File: src/inc/sacs_cfg.svh
// offsets, field positions, reset values and timing counts of the sequencer
`ifndef SACS_CFG_SVH
`define SACS_CFG_SVH
`define SACS_CTRL_OFS      8'h00
`define SACS_STATUS_OFS    8'h04
`define SACS_RESULT_OFS    8'h08
`define SACS_COUNT_OFS     8'h0c
`define SACS_CTRL_REFPD    0
`define SACS_CTRL_RST      32'h0000_0000
`define SACS_ST_STATE_LSB  0
`define SACS_ST_SHUT       3
`define SACS_ST_EOC        4
`define SACS_ST_SETTLED    5
`define SACS_ST_TRUST      6
`define SACS_ST_ACQSHORT   7
`define SACS_CLK_NS        100
`define SACS_T_CONV_NS     4700
`define SACS_T_ACQ_NS      1100
`define SACS_T_WAKE_NS     10000000
`define SACS_CONV_MAX_CYC  (`SACS_T_CONV_NS / `SACS_CLK_NS)
`define SACS_ACQ_MIN_CYC   ((`SACS_T_ACQ_NS + `SACS_CLK_NS - 1) / `SACS_CLK_NS)
`define SACS_WAKE_CYC      ((`SACS_T_WAKE_NS + `SACS_CLK_NS - 1) / `SACS_CLK_NS)
`define SACS_SAR_DIV       3
`endif

File: src/inc/sacs_pkg.sv
// types of the conversion sequencer
`default_nettype none
package sacs_pkg;
    typedef enum logic [2:0] {
        sacs_idle,
        sacs_acq,
        sacs_conv,
        sacs_done,
        sacs_read
    } sacs_state_e;
endpackage
`default_nettype wire

File: src/sacs_top.sv
// conversion sequencer with strobe/select host port and axi4-lite registers
// Behaviour
// 14-bit result by successive approximation on a held sample.
// second strobe fall opens the hold switch and starts conversion.
// host gives at least 1.1us acquisition between first and second fall.
// select low at second fall: standby afterwards, reference kept on.
// select high at second fall: shutdown afterwards, reference powered down.
// conversion finishes within 4.7us from hold to end-of-conversion fall.
// conversion clock is made internally, no host clock needed.
// first fall with select low powers up and enters acquisition.
// strobe fall with select high is ignored when starting.
// host waits 10ms for reference settling after shutdown wake.
// host runs one dummy conversion after shutdown wake.
// standby: fall with select low starts acquisition at once.
// shutdown: fall with select low wakes reference and acquires.
// host drops strobe again after completion to read the result.
// host sets reference power-down high with an external reference.
// end-of-conversion driven low when result is valid.
// result bus undriven during acquisition and conversion.
// strobe rise after read releases the bus; wait for next cycle.
// byte-wide: upper byte select high gives msb, low gives lsb.
// host counts strobe falls as acquire, convert, read.
`include "sacs_cfg.svh"
`timescale 1ns/1ps
`default_nettype none
module sacs_top
    import sacs_pkg::*;
#(
    parameter int          RES_W     = 14,
    parameter bit          BYTE_WIDE = 1'b0,
    parameter int unsigned WAKE_CYC  = `SACS_WAKE_CYC
) (
    input  wire logic              aclk,
    input  wire logic              aresetn,
    input  wire logic              ce,
    input  wire logic              cs_n,
    input  wire logic              rd_conv,
    input  wire logic              upper_byte_select,
    input  wire logic              conv_reset,
    input  wire logic              comp_high,
    output logic [RES_W-1:0]       dac_code,
    output logic                   hold,
    output logic                   ref_on,
    output logic                   eoc_n,
    output logic [RES_W-1:0]       result_bus,
    output logic                   result_oe,
    input  wire logic [7:0]        s_axi_awaddr,
    input  wire logic              s_axi_awvalid,
    output logic                   s_axi_awready,
    input  wire logic [31:0]       s_axi_wdata,
    input  wire logic [3:0]        s_axi_wstrb,
    input  wire logic              s_axi_wvalid,
    output logic                   s_axi_wready,
    output logic [1:0]             s_axi_bresp,
    output logic                   s_axi_bvalid,
    input  wire logic              s_axi_bready,
    input  wire logic [7:0]        s_axi_araddr,
    input  wire logic              s_axi_arvalid,
    output logic                   s_axi_arready,
    output logic [31:0]            s_axi_rdata,
    output logic [1:0]             s_axi_rresp,
    output logic                   s_axi_rvalid,
    input  wire logic              s_axi_rready
);
    localparam logic [1:0] DIV_LAST = 2'(`SACS_SAR_DIV - 1);
    localparam logic [5:0] CONV_MAX = 6'(`SACS_CONV_MAX_CYC);
    localparam logic [3:0] ACQ_MIN  = 4'(`SACS_ACQ_MIN_CYC);

    sacs_state_e       state;
    logic              cs_q;
    logic              cs_fall;
    logic              shut_mode;
    logic              ref_pd;
    logic [RES_W-1:0]  result;
    logic [3:0]        bit_idx;
    logic [1:0]        div;
    logic [5:0]        conv_cyc;
    logic [3:0]        acq_cyc;
    logic              acq_short;
    logic [16:0]       wake_cnt;
    logic              settled;
    logic              trust;
    logic [31:0]       conv_count;
    logic [RES_W-1:0]  next_code;
    logic              sar_last;

    assign cs_fall   = cs_q & ~cs_n;
    assign sar_last  = (state == sacs_conv) && (div == DIV_LAST) && (bit_idx == 4'h0);
    assign next_code = comp_high ? dac_code : (dac_code & ~(RES_W'(1) << bit_idx));

    always_ff @(posedge aclk) begin
        if (!aresetn) begin
            cs_q <= 1'b1;
        end else if (ce) begin
            cs_q <= cs_n;
        end
    end

    // strobe-driven sequence
    always_ff @(posedge aclk) begin
        if (!aresetn) begin
            state     <= sacs_idle;
            shut_mode <= 1'b1;
            hold      <= 1'b0;
        end else if (ce) begin
            if (conv_reset && cs_n) begin
                state <= sacs_idle;
                hold  <= 1'b0;
            end else begin
                unique case (state)
                    sacs_idle: begin
                        if (cs_fall && !rd_conv) begin
                            state <= sacs_acq;
                        end
                    end
                    sacs_acq: begin
                        if (cs_fall) begin
                            state     <= sacs_conv;
                            hold      <= 1'b1;
                            shut_mode <= rd_conv;
                        end
                    end
                    sacs_conv: begin
                        if (sar_last) begin
                            state <= sacs_done;
                            hold  <= 1'b0;
                        end
                    end
                    sacs_done: begin
                        if (cs_fall && rd_conv) begin
                            state <= sacs_read;
                        end
                    end
                    sacs_read: begin
                        if (cs_n) begin
                            state <= sacs_idle;
                        end
                    end
                endcase
            end
        end
    end

    // internal conversion clock and successive approximation
    always_ff @(posedge aclk) begin
        if (!aresetn) begin
            dac_code <= '0;
            bit_idx  <= 4'h0;
            div      <= 2'h0;
            result   <= '0;
        end else if (ce) begin
            if (state == sacs_acq && cs_fall) begin
                dac_code <= RES_W'(1) << (RES_W - 1);
                bit_idx  <= 4'(RES_W - 1);
                div      <= 2'h0;
            end else if (state == sacs_conv) begin
                div <= (div == DIV_LAST) ? 2'h0 : div + 2'h1;
                if (div == DIV_LAST) begin
                    if (bit_idx == 4'h0) begin
                        dac_code <= next_code;
                        result   <= next_code;
                    end else begin
                        dac_code <= next_code | (RES_W'(1) << (bit_idx - 4'h1));
                        bit_idx  <= bit_idx - 4'h1;
                    end
                end
            end
        end
    end

    always_ff @(posedge aclk) begin
        if (!aresetn) begin
            conv_cyc <= 6'h0;
        end else if (ce) begin
            conv_cyc <= (state == sacs_conv) ? conv_cyc + 6'h1 : 6'h0;
        end
    end

    // end of conversion flag
    always_ff @(posedge aclk) begin
        if (!aresetn) begin
            eoc_n <= 1'b1;
        end else if (ce) begin
            if (conv_reset && cs_n) begin
                eoc_n <= 1'b1;
            end else if (sar_last) begin
                eoc_n <= 1'b0;
            end else if (state == sacs_read && cs_n) begin
                eoc_n <= 1'b1;
            end
        end
    end

    // result bus, driven only in the read phase
    always_ff @(posedge aclk) begin
        if (!aresetn) begin
            result_bus <= '0;
            result_oe  <= 1'b0;
        end else if (ce) begin
            result_oe <= (state == sacs_done && cs_fall && rd_conv) || (state == sacs_read && !cs_n);
            if (!BYTE_WIDE) begin
                result_bus <= result;
            end else if (upper_byte_select) begin
                result_bus <= RES_W'(result >> 8);
            end else begin
                result_bus <= RES_W'(result[7:0]);
            end
        end
    end

    // reference power, acquisition length and wake tracking
    always_ff @(posedge aclk) begin
        if (!aresetn) begin
            ref_on    <= 1'b0;
            acq_cyc   <= 4'h0;
            acq_short <= 1'b0;
            wake_cnt  <= 17'h0;
            settled   <= 1'b0;
            trust     <= 1'b0;
        end else if (ce) begin
            if (state == sacs_idle && cs_fall && !rd_conv) begin
                ref_on <= ~ref_pd;
                if (shut_mode) begin
                    trust    <= 1'b0;
                    settled  <= 1'b0;
                    wake_cnt <= 17'h0;
                end
            end else if (sar_last && shut_mode) begin
                ref_on <= 1'b0;
            end else if (ref_pd) begin
                ref_on <= 1'b0;
            end
            if (!settled && ref_on) begin
                wake_cnt <= wake_cnt + 17'h1;
                settled  <= (wake_cnt >= 17'(WAKE_CYC - 1));
            end
            if (state == sacs_read && cs_n) begin
                trust <= 1'b1;
            end
            if (conv_reset && cs_n) begin
                trust <= 1'b1;
            end
            if (state == sacs_acq) begin
                acq_cyc <= (acq_cyc == 4'hf) ? acq_cyc : acq_cyc + 4'h1;
                if (cs_fall) begin
                    acq_short <= (acq_cyc < ACQ_MIN);
                end
            end else begin
                acq_cyc <= 4'h0;
            end
        end
    end

    always_ff @(posedge aclk) begin
        if (!aresetn) begin
            conv_count <= 32'h0;
        end else if (ce && sar_last) begin
            conv_count <= conv_count + 32'h1;
        end
    end

    function automatic logic reg_known(input logic [7:0] a);
        return a == `SACS_CTRL_OFS || a == `SACS_STATUS_OFS || a == `SACS_RESULT_OFS || a == `SACS_COUNT_OFS;
    endfunction

    // axi4-lite write channel
    always_ff @(posedge aclk) begin
        if (!aresetn) begin
            s_axi_awready <= 1'b0;
            s_axi_wready  <= 1'b0;
            s_axi_bvalid  <= 1'b0;
            s_axi_bresp   <= 2'b00;
            ref_pd        <= 1'(`SACS_CTRL_RST);
        end else if (ce) begin
            s_axi_awready <= 1'b0;
            s_axi_wready  <= 1'b0;
            if (s_axi_bvalid && s_axi_bready) begin
                s_axi_bvalid <= 1'b0;
            end else if (!s_axi_bvalid && !s_axi_awready && s_axi_awvalid && s_axi_wvalid) begin
                s_axi_awready <= 1'b1;
                s_axi_wready  <= 1'b1;
                s_axi_bvalid  <= 1'b1;
                s_axi_bresp   <= reg_known(s_axi_awaddr) ? 2'b00 : 2'b10;
                if (s_axi_awaddr == `SACS_CTRL_OFS && s_axi_wstrb[0]) begin
                    ref_pd <= s_axi_wdata[`SACS_CTRL_REFPD];
                end
            end
        end
    end

    // axi4-lite read channel
    always_ff @(posedge aclk) begin
        if (!aresetn) begin
            s_axi_arready <= 1'b0;
            s_axi_rvalid  <= 1'b0;
            s_axi_rdata   <= 32'h0;
            s_axi_rresp   <= 2'b00;
        end else if (ce) begin
            s_axi_arready <= 1'b0;
            if (s_axi_rvalid && s_axi_rready) begin
                s_axi_rvalid <= 1'b0;
            end else if (!s_axi_rvalid && !s_axi_arready && s_axi_arvalid) begin
                s_axi_arready <= 1'b1;
                s_axi_rvalid  <= 1'b1;
                s_axi_rresp   <= reg_known(s_axi_araddr) ? 2'b00 : 2'b10;
                unique case (s_axi_araddr)
                    `SACS_CTRL_OFS: begin
                        s_axi_rdata <= 32'(ref_pd);
                    end
                    `SACS_STATUS_OFS: begin
                        s_axi_rdata <= 32'({acq_short, trust, settled, ~eoc_n, shut_mode, 3'(state)});
                    end
                    `SACS_RESULT_OFS: begin
                        s_axi_rdata <= 32'(result);
                    end
                    `SACS_COUNT_OFS: begin
                        s_axi_rdata <= conv_count;
                    end
                    default: begin
                        s_axi_rdata <= 32'h0;
                    end
                endcase
            end
        end
    end
endmodule
`default_nettype wire

File: config.mk
export PLATFORM = sky130hd
export DESIGN_NAME = sacs_top
export DESIGN_NICKNAME = d
export VERILOG_FILES = /design/src/inc/sacs_pkg.sv /design/src/sacs_top.sv
export VERILOG_INCLUDE_DIRS = /design/src /design/src/inc
export SDC_FILE = /design/constraint.sdc
export NUM_CORES = 1
export LEC_CHECK = 0
export BUFFER_PORTS_ARGS = -buffer_cell sky130_fd_sc_hd__buf_2
export CAP_MARGIN = 20
export CORE_ASPECT_RATIO = 0.6
export CORE_MARGIN = 2
export CORE_UTILIZATION = 50
export DETAILED_ROUTE_END_ITERATION = 10
export GPL_ROUTABILITY_DRIVEN = 0
export GPL_TIMING_DRIVEN = 0
export HOLD_SLACK_MARGIN = 0.08
export PLACE_DENSITY = 0.79
export REMOVE_ABC_BUFFERS = 1
export SLEW_MARGIN = 25
export SYNTH_ARGS = -nofsm -noshare
export SYNTH_HDL_FRONTEND = slang
export SYNTH_SLANG_ARGS = --single-unit
File: constraint.sdc
create_clock -name aclk -period 1.86 [get_ports aclk]
set_input_delay 0.186 -clock aclk [delete_from_list [all_inputs] [get_ports aclk]]
set_output_delay 0.186 -clock aclk [all_outputs]
set_load 0.01 [all_outputs]
==> flow_summary.toml, run 1 <==
[outcome]
status = "finished with violations"
failed_checks = "setup timing"

[synthesis]
yosysTopAreaCell = "dfxtp_1"
yosys-top-cells-count = "dfxtp_1 (152), nor2_1 (125), nand2_1 (72), a21oi_1 (59), nand3_1 (37)"
synth_xor_area_share_pct = 4.70
synth-simple-area-share_pct = 25.1
synth_top_family_by_area = "simple AND/OR/NAND/NOR gates"
synth_top_area_share_pct = 44.1
synth_mux_area_share_pct = 5.54
syn_area_mm2 = 0.00689
yosysWarnings = 0
synth_compound_area_share_pct = 15.1
synth_area_leaders = "dfxtp_1 (44%), nor2_1 (6.8%), a21oi_1 (4.3%), mux2i_1 (4.1%), nand2_1 (3.9%)"
yosysSeqAreaShare_pct = 44.1
async_reset_ff_share_pct = 0
synth_fa_ha_area_share_pct = 1.45
synth-edff-count = 0
synthCells = 806
syn_avg_cell_area_um2 = 8.55
yosysMostFrequentCell = "dfxtp_1"
synth_flop_cell = "dfxtp_1"
ys_seq_elements = 152
synth_cell_types = 61

[place]
portBuffers = 100
pre_cts_ws_ns = -1.34
dp_hpwl_um = 12100
placed_area_mm2 = 0.00743
placedCellCount = 1033

[routing]
dr.pass1.iters = 5
viasPerCell = 5.79
wire_per_inst_um = 17.1
first_iter_violations = 539
drc = 0
ant_nets = 0
wirelength_um = 18500
route.vias.total = 6268

[floorplan]
start_util_pct = 50.9
die_h_um = 94.9
coreArea_mm2 = 0.0135
die_area_mm2 = 0.0148
io_pins = 138
rows = 33
die_x_um = 156

[sta]
timing.final.ws_setup_ns = -0.00153
worstMarginPinSlew_ns = 0.567
skew_ns = 0.0108
fmax_mhz = 537
setup_tns_ns = -0.00153
max-slew-margin-rel_pct = 62.1
period_needed_ns = 1.86
slew_violations = 0
fin_crit_sh_pct = 100
finalHoldViolCount = 0
finalSetupViolations = 1

[clocking]
clock_sinks = 152
cts.clk_slew.worst_paths_ns = 0.06
cts_buffer_depth = 2
cts_root_buf = "clkbuf_16"
clk_latency_ns = 0.42
cts_max_level = 4
cts_tree = "done"
cts_buffers = 17

[final_layout]
stdcell_count = 1082
fin_nets = 968
area_growth_pct = 24.1
final_cell_area_mm2 = 0.00855
diodes = 0
drive_gt1_share_pct = 24.0

[global_route]
grt_pass1_wl_um = 28700
grt_pass1_vias = 5439
track_usage_pct = 24.7
antenna_found_initial = 0
grt_max_degree = 66
grt_overflow = 0

[critical_path]
crit_type = "register to register"
critPathTopFamily = "simple AND/OR/NAND/NOR gates"
cp.required_ns = 2.16
critPathMaxStageDelay_ns = 0.44
end_kind = "register"
critical_path_arrival_ns = 2.16
crit_path_cell_trace = "and4bb_4 > nand4_4 > buf_12 > nor4_1 > xnor2_1 > nor2_1"
cp_num_buf_inv = 1
ff2ff_setup_slack_ns = -0.002
worstPathMaxFanout = 17
worst_setup_path_start_kind = "register"
crit_slowest_cell = "and4bb_4"

[pwr]
power_switching_mw = 1.84
netSwitchingFraction_pct = 23.3
p_int_mw = 6.07
power_density_mw_per_mm2 = 926
p_leak_nw = 3.25
power_frac_seq_pct = 42.9
clockPowerShare_pct = 48.7
vdd_drop_max_mv = 0.670
p_comb_share_pct = 8.4

[job]
cap_violations = 0

[worst_hold_path]
hold_path_class = "input port to register"
-- final timing paths --
path / start / to / depth (start not counted)
worst min-delay path: s_axi_araddr[6] / s_axi_rdata[0]$_SDFFE_PN0P_ / 4
worst max register to register: state[0]$_SDFFE_PN0P_ / conv_count[27]$_SDFFE_PN0P_ / 6
worst max-delay path: state[0]$_SDFFE_PN0P_ / conv_count[27]$_SDFFE_PN0P_ / 6
worst min register to register: s_axi_rdata[0]$_SDFFE_PN0P_ / s_axi_rdata[0]$_SDFFE_PN0P_ / 2
-- logic make-up (layout without fill, tap and decap cells) --
group	after synthesis	count (layout)
and+or+nand+nor	344	346
muxes	36	36
buffers and inverters	65	163
AOI/OAI and AO/OA	163	163
xor gates and xnor gates	37	37
DFF	152	152
adders and majority gates	8	8
other	1	2
-- worst register-to-register path: stages, from the launching register on --
cell      delay [ns]
dfxtp_4         0.39
and4bb_4        0.44
nand4_4         0.12
buf_12          0.17
nor4_1          0.41
xnor2_1         0.16
nor2_1          0.05
-- power by group through the flow --
stage / Combinational [mW] / Clock (mW) / Sequential (mW)
2_1_floorplan: 0.377 / 0 / 3.44
3_3_place_gp: 0.559 / 0 / 3.45
3_5_place_dp: 0.578 / 0 / 3.45
4_1_cts: 0.620 / 3.88 / 3.39
5_1_grt: 0.726 / 4.04 / 3.40
6_report: 0.666 / 3.85 / 3.40
-- layer usage --
| layer | part of all wire (%) | vias up | GRT usage, % |
|---|---|---|---|
| met5 | 0 | - | 0 |
| met4 | 1.0 | 0 | 6.42 |
| met3 | 9.1 | 19 | 5.60 |
| met2 | 41 | 267 | 35.4 |
| met1 | 49 | 2932 | 37.2 |
| li1 | - | 3050 | - |
-- per-stage QoR --
stage	util [%]	power [mW]	hold slack, ns
2_1_floorplan	-	3.81	0.248
3_3_place_gp	54.6	4.01	0.429
3_5_place_dp	54.9	4.03	0.451
4_1_cts	61.3	7.88	0.0829
5_1_grt	63.1	8.17	0.102
6_report	63.1	7.92	0.0917
-- cell usage in the layout (no fill, tap or decap), drive strengths merged, types with 7 or more instances in the layout --
master	n
a21oi	59
a22oi	27
a31oi	7
a32o	11
and3	8
buf	114
clkbuf	18
dfxtp	152
ha	8
inv	14
mux2	7
mux2i	28
nand2	72
nand2b	7
nand3	37
nand4	14
nor2	126
nor2b	10
nor3	19
nor4	14
o211ai	11
o21ai	26
or3	13
xnor2	29
xor2	8
-- sequential cells by signal, summed over array words and instances, names as in the netlist, 2 cells and up --
register	flops
conv_count	32
s_axi_rdata	32
wake_cnt	17
dac_code	14
result	14
result_bus	14
acq_cyc	4
bit_idx	4
state	3
div	2
-- timing repair --
item,4_1_cts,5_1_grt
setup endpoints to repair,125,100
pin swaps,4,5
hold buffers,3,0
resized for setup,33,40
setup buffers,3,10
gates cloned,2,0
hold endpoints to repair,3,0
-- cell type report --
type / count / area (um2)
Inverter: 15 / 62.6
Fill cell: 1078 / 4990
Clock inverter: 13 / 228
Multi-Input combinational cell: 592 / 3840
Clock buffer: 18 / 429
Timing Repair Buffer: 117 / 701
Tap cell: 175 / 219
Sequential cell: 152 / 3070
Note: power is estimated with default switching activity, not from simulation.
==> inputs of run 2 (changes only) <==
--- a/config.mk
+++ b/config.mk
@@ -8,7 +8,7 @@
 export LEC_CHECK = 0
 export BUFFER_PORTS_ARGS = -buffer_cell sky130_fd_sc_hd__buf_2
 export CAP_MARGIN = 20
-export CORE_ASPECT_RATIO = 0.6
+export CORE_ASPECT_RATIO = 0.75
 export CORE_MARGIN = 2
 export CORE_UTILIZATION = 50
 export DETAILED_ROUTE_END_ITERATION = 10
@@ -17,6 +17,7 @@
 export HOLD_SLACK_MARGIN = 0.08
 export PLACE_DENSITY = 0.79
 export REMOVE_ABC_BUFFERS = 1
+export SKIP_CTS_REPAIR_TIMING = 1
 export SLEW_MARGIN = 25
 export SYNTH_ARGS = -nofsm -noshare
 export SYNTH_HDL_FRONTEND = slang
==> run 2 against run 1 <==
First-iteration DRC count shrank 8.5%. The run now ends clean. Highest routed layer unchanged. Maximum frequency grew 0.67%. Sequential cell count is the same. Clock skew is essentially flat. Design area shrank 0.41%. Final cell count is essentially flat. Power shrank 0.79%. Critical path type unchanged. Sequential share of layout area grew 0.10 points.
==> flow_summary.toml, run 2 (synthesized netlist as in run 1, its figures left out) <==
[sta]
fin_crit_sh_pct = 99.4
finalHoldViolCount = 0
max-slew-margin-rel_pct = 56.6
worst_hold_slack_ns = 0.0366
skew_ns = 0.0103
period_needed_ns = 1.85
fmax_mhz = 541
rsz0062_at_grt = "yes"
slew_violations = 0
setup_tns_ns = 0
finalSetupViolations = 0
worstMarginPinSlew_ns = 0.650

[critical_path]
worst_setup_path_start_kind = "register"
ff2ff_path_depth = 6
reg2reg_to = "conv_count[28]$_SDFFE_PN0P_"
r2r-start = "conv_count[7]$_SDFFE_PN0P_"
critical_path_arrival_ns = 2.16
worstPathMaxFanout = 6
end_kind = "register"
crit_type = "register to register"
ff2ff_setup_slack_ns = 0.01
cp.required_ns = 2.17

[pwr]
p_int_mw = 5.93
clockPowerShare_pct = 48.4
power_switching_mw = 1.92
power_density_mw_per_mm2 = 922
p_leak_nw = 3.21
netSwitchingFraction_pct = 24.4
vdd_drop_max_mv = 0.726
power_frac_seq_pct = 43.3
p_comb_share_pct = 8.3

[clocking]
cts_tree = "done"
cts.clk_slew.worst_paths_ns = 0.07
cts_root_buf = "clkbuf_16"
cts_buffers = 17
clock_sinks = 152
clk_latency_ns = 0.43
cts_buffer_depth = 2
cts_max_level = 4

[floorplan]
die_h_um = 106
coreArea_mm2 = 0.0136
start_util_pct = 50.6
io_pins = 138
die_x_um = 140
die_area_mm2 = 0.0148
rows = 37

[final_layout]
area_growth_pct = 23.5
diodes = 0
final_common_cell = "dfxtp_1"
layout_common_cells = "dfxtp_1 (141), nor2_1 (123), buf_2 (99)"
reg_top3 = "conv_count x32, s_axi_rdata x32, wake_cnt x17"
fin_nets = 966
drive_gt1_share_pct = 24.0
final_cell_area_mm2 = 0.00852
final_util_pct = 62.6

[routing]
ant_nets = 0
dr.pass1.iters = 5
viasPerCell = 5.90
drc = 0
wirelength_um = 18600
wire_per_inst_um = 17.2
route.vias.total = 6379
first_iter_violations = 493

[worst_hold_path]
hold-path-cell-count = 4
hold_path_class = "input port to register"
hold_start = "s_axi_rready"
min_to = "s_axi_rvalid$_SDFFE_PN0P_"

[global_route]
grt_overflow = 0
grt_pass1_vias = 5514
grt_pass1_wl_um = 28100
track_usage_pct = 23.4
grt_max_degree = 65
antenna_found_initial = 0

[place]
portBuffers = 100
placed_area_mm2 = 0.00743
dp_hpwl_um = 11500

[job]
cap_violations = 0

[outcome]
status = "finished, final reports clean"
run 2: changes by cell type in the layout (fill, tap and decap cells not counted), sizes merged:
cell,before,now
clkbuf,18,22
clkinv,6,3
inv,14,17
buf,114,112
bufinv,6,4
dlygate4sd3,3,1
clkinvlp,2,3
run 2: worst max-delay path: stages (launching register included):
cell,delay [ns]
dfxtp_1,0.43
nand4_1,0.17
buf_4,0.19
or3_4,0.39
nor4_2,0.35
xnor2_1,0.16
nor2_1,0.05
run 2: cell type report:
| type | instances | area, um2 |
|---|---|---|
| fillers | 1130 | 5090 |
| multi-input cells | 592 | 3830 |
| flip-flops and latches | 152 | 3070 |
| repair buffers | 115 | 683 |
| clock buffers | 20 | 467 |
| well taps | 175 | 219 |
| clock inverters | 12 | 188 |
| inverters | 15 | 65.1 |
run 2: stage by stage:
step           setup slack, ns  power (mW)  std cells
5_1_grt                -0.0904        8.10       1081
6_report                0.0109        7.85       1081
4_1_cts                 -0.965        7.78       1065
2_1_floorplan           -0.929        3.81        757
3_3_place_gp             -2.61        4.01       1032
3_5_place_dp             -1.38        4.03       1033
run 2: worst max path at each step:
stage | startpoint | to | slack, ns
final | conv_count[7]$_SDFFE_PN0P_ | conv_count[28]$_SDFFE_PN0P_ | 0.01
after global routing | conv_count[9]$_SDFFE_PN0P_ | conv_count[28]$_SDFFE_PN0P_ | -0.09
after CTS | ce | s_axi_rdata[28]$_SDFFE_PN0P_ | -0.96
after detailed placement | ce | s_axi_rdata[30]$_SDFFE_PN0P_ | -1.38
after global placement | aresetn | dac_code[7]$_SDFFE_PN0P_ | -2.61
after floorplan | aresetn | dac_code[10]$_SDFFE_PN0P_ | -0.93
run 2: layer usage:
metal | wire, um | vias up | track usage (%) | part of all wire (%)
met5 | 0 | - | 0 | 0
met4 | 267 | 0 | 6.86 | 1.4
met3 | 1490 | 27 | 4.18 | 8.0
met2 | 8520 | 289 | 36.3 | 46
met1 | 8300 | 3026 | 33.5 | 45
li1 | - | 3037 | - | -
run 2: power by group through the flow:
stage | Combinational, mW | Clock (mW) | Sequential, mW
floorplan | 0.377 | 0 | 3.44
global placement | 0.560 | 0 | 3.45
detailed placement | 0.575 | 0 | 3.45
CTS | 0.579 | 3.82 | 3.38
global route | 0.712 | 3.98 | 3.41
finish | 0.650 | 3.80 | 3.40
==> inputs of run 3 (changes only) <==
--- a/config.mk
+++ b/config.mk
@@ -10,12 +10,12 @@
 export CAP_MARGIN = 20
 export CORE_ASPECT_RATIO = 0.75
 export CORE_MARGIN = 2
-export CORE_UTILIZATION = 50
+export CORE_UTILIZATION = 55
 export DETAILED_ROUTE_END_ITERATION = 10
 export GPL_ROUTABILITY_DRIVEN = 0
 export GPL_TIMING_DRIVEN = 0
 export HOLD_SLACK_MARGIN = 0.08
-export PLACE_DENSITY = 0.79
+export PLACE_DENSITY = 0.83
 export REMOVE_ABC_BUFFERS = 1
 export SKIP_CTS_REPAIR_TIMING = 1
 export SLEW_MARGIN = 25
==> constraint.sdc (replaced) <==
create_clock -name aclk -period 2.1 [get_ports aclk]
set_input_delay 0.21 -clock aclk [delete_from_list [all_inputs] [get_ports aclk]]
set_output_delay 0.21 -clock aclk [all_outputs]
set_load 0.01 [all_outputs]
==> run 3 against run 2 <==
Non-clock buffer count fell by 2. Critical path depth decreased by 1. Design area fell by 2.6%. Sequential power down 12%. Core utilization grew 5.1 points. Clock-buffer cell count fell by 2. Sequential cell count unchanged. Register-to-register slack better by 0.05 ns. Routed wire length is 5.9% lower. Largest cell class unchanged.
==> flow_summary.toml, run 3 (synthesized netlist as in run 1, its figures left out) <==
[outcome]
status = "finished, final reports clean"

[routing]
route.vias.total = 6250
wirelength_um = 17500
dr.pass1.iters = 5
ant_nets = 0
first_iter_violations = 494
wire_per_inst_um = 16.3
drc = 0
viasPerCell = 5.85

[global_route]
track_usage_pct = 25.6
grt_overflow = 0
grt_max_degree = 75
antenna_found_initial = 0
grt_pass1_vias = 5560
grt_pass1_wl_um = 27500

[final_layout]
stdcell_count = 1069
layout_common_cells = "dfxtp_1 (151), nor2_1 (124), buf_2 (99)"
multi_input_area_mm2 = 0.00368
final_cell_area_mm2 = 0.00829
reg_top3 = "conv_count x32, s_axi_rdata x32, wake_cnt x17"
fillCellCount = 960
final_common_cell = "dfxtp_1"
area_growth_pct = 20.3
seqCellArea_mm2 = 0.00304
fin_nets = 963
diodes = 0
drive_gt1_share_pct = 20.5

[clocking]
clk_latency_ns = 0.42
cts_buffer_depth = 2
cts_buffers = 17
clock_sinks = 152
cts_max_level = 4
cts_tree = "done"
cts_root_buf = "clkbuf_16"
cts.clk_slew.worst_paths_ns = 0.06

[pwr]
p_leak_nw = 3.14
netSwitchingFraction_pct = 24.0
power_density_mw_per_mm2 = 833
p_total_mw = 6.91
p_comb_share_pct = 7.9
p_int_mw = 5.25
vdd_drop_max_mv = 0.656
clockPowerShare_pct = 48.7
power_frac_seq_pct = 43.4
power_switching_mw = 1.66

[critical_path]
cp.required_ns = 2.41
reg2reg_to = "conv_count[31]$_SDFFE_PN0P_"
worstPathMaxFanout = 21
ff2ff_setup_slack_ns = 0.06
critical_path_arrival_ns = 2.35
ff2ff_path_depth = 5
r2r-start = "conv_count[3]$_SDFFE_PN0P_"
crit_type = "register to register"
worst_setup_path_start_kind = "register"
end_kind = "register"

[sta]
skew_ns = 0.00693
fmax_mhz = 490
finalHoldViolCount = 0
finalSetupViolations = 0
fin_crit_sh_pct = 97.2
period_needed_ns = 2.04
slew_violations = 0
worstMarginPinSlew_ns = 0.628
max-slew-margin-rel_pct = 58.0

[floorplan]
die_x_um = 133
start_util_pct = 56.2
die_area_mm2 = 0.0135
rows = 35
coreArea_mm2 = 0.0123
io_pins = 138
die_h_um = 101

[place]
dp_hpwl_um = 11100
placed_area_mm2 = 0.00742
placedCellCount = 1024
portBuffers = 100

[worst_hold_path]
hold_start = "s_axi_bready"
hold-path-cell-count = 4
min_to = "s_axi_bvalid$_SDFFE_PN0P_"
hold_path_class = "input port to register"

[job]
cap_violations = 0
run 3: per-layer routing:
layer	track usage, %	share of wire (%)
met4	7.53	1.2
met1	36.4	46
met3	5.63	7.5
met5	0	0
met2	39.3	45
run 3: critical path, cell delays in order (launching register included):
cell and delay [ns]:
dfxtp_1 0.50, nand4_2 0.20, or3_4 0.55, nor3_2 0.34, a31oi_1 0.14, o21a_1 0.20
run 3: power groups by stage:
stage,logic [mW],clock network [mW],registers [mW]
floorplan,0.334,0,3.04
global placement,0.494,0,3.06
detailed placement,0.510,0,3.06
CTS,0.513,3.39,2.99
global route,0.604,3.52,3.00
finish,0.547,3.37,3.00
run 3: worst max-delay path by stage:
stage	from	endpoint	slack (ns)	depth (start not counted)
6_report	conv_count[3]$_SDFFE_PN0P_	conv_count[31]$_SDFFE_PN0P_	0.06	5
5_1_grt	bit_idx[2]$_SDFFE_PN0P_	state[0]$_SDFFE_PN0P_	-0.04	6
4_1_cts	ce	s_axi_rdata[25]$_SDFFE_PN0P_	-0.72	5
3_5_place_dp	ce	s_axi_rdata[25]$_SDFFE_PN0P_	-1.14	5
3_3_place_gp	aresetn	dac_code[2]$_SDFFE_PN0P_	-2.34	4
2_1_floorplan	aresetn	dac_code[10]$_SDFFE_PN0P_	-0.71	3
run 3: layout make-up:
type                            count  area share (%)
Multi-Input combinational cell    591            44.4
Sequential cell                   152            36.7
Timing Repair Buffer              113            7.74
Clock buffer                       18            5.18
Clock inverter                     14            2.67
Tap cell                          166            2.50
Inverter                           15           0.785
run 3: per-stage QoR:
step           hold WS (ns)  setup slack (ns)  util [%]  setup TNS (ns)
2_1_floorplan         0.272            -0.713         -           -8.36
3_3_place_gp          0.450             -2.34      60.3         -170.70
3_5_place_dp          0.456             -1.14      60.5          -76.22
4_1_cts              0.0558            -0.721      65.8          -37.09
5_1_grt               0.117           -0.0370      67.6         -0.0489
6_report             0.0933            0.0588      67.6               0
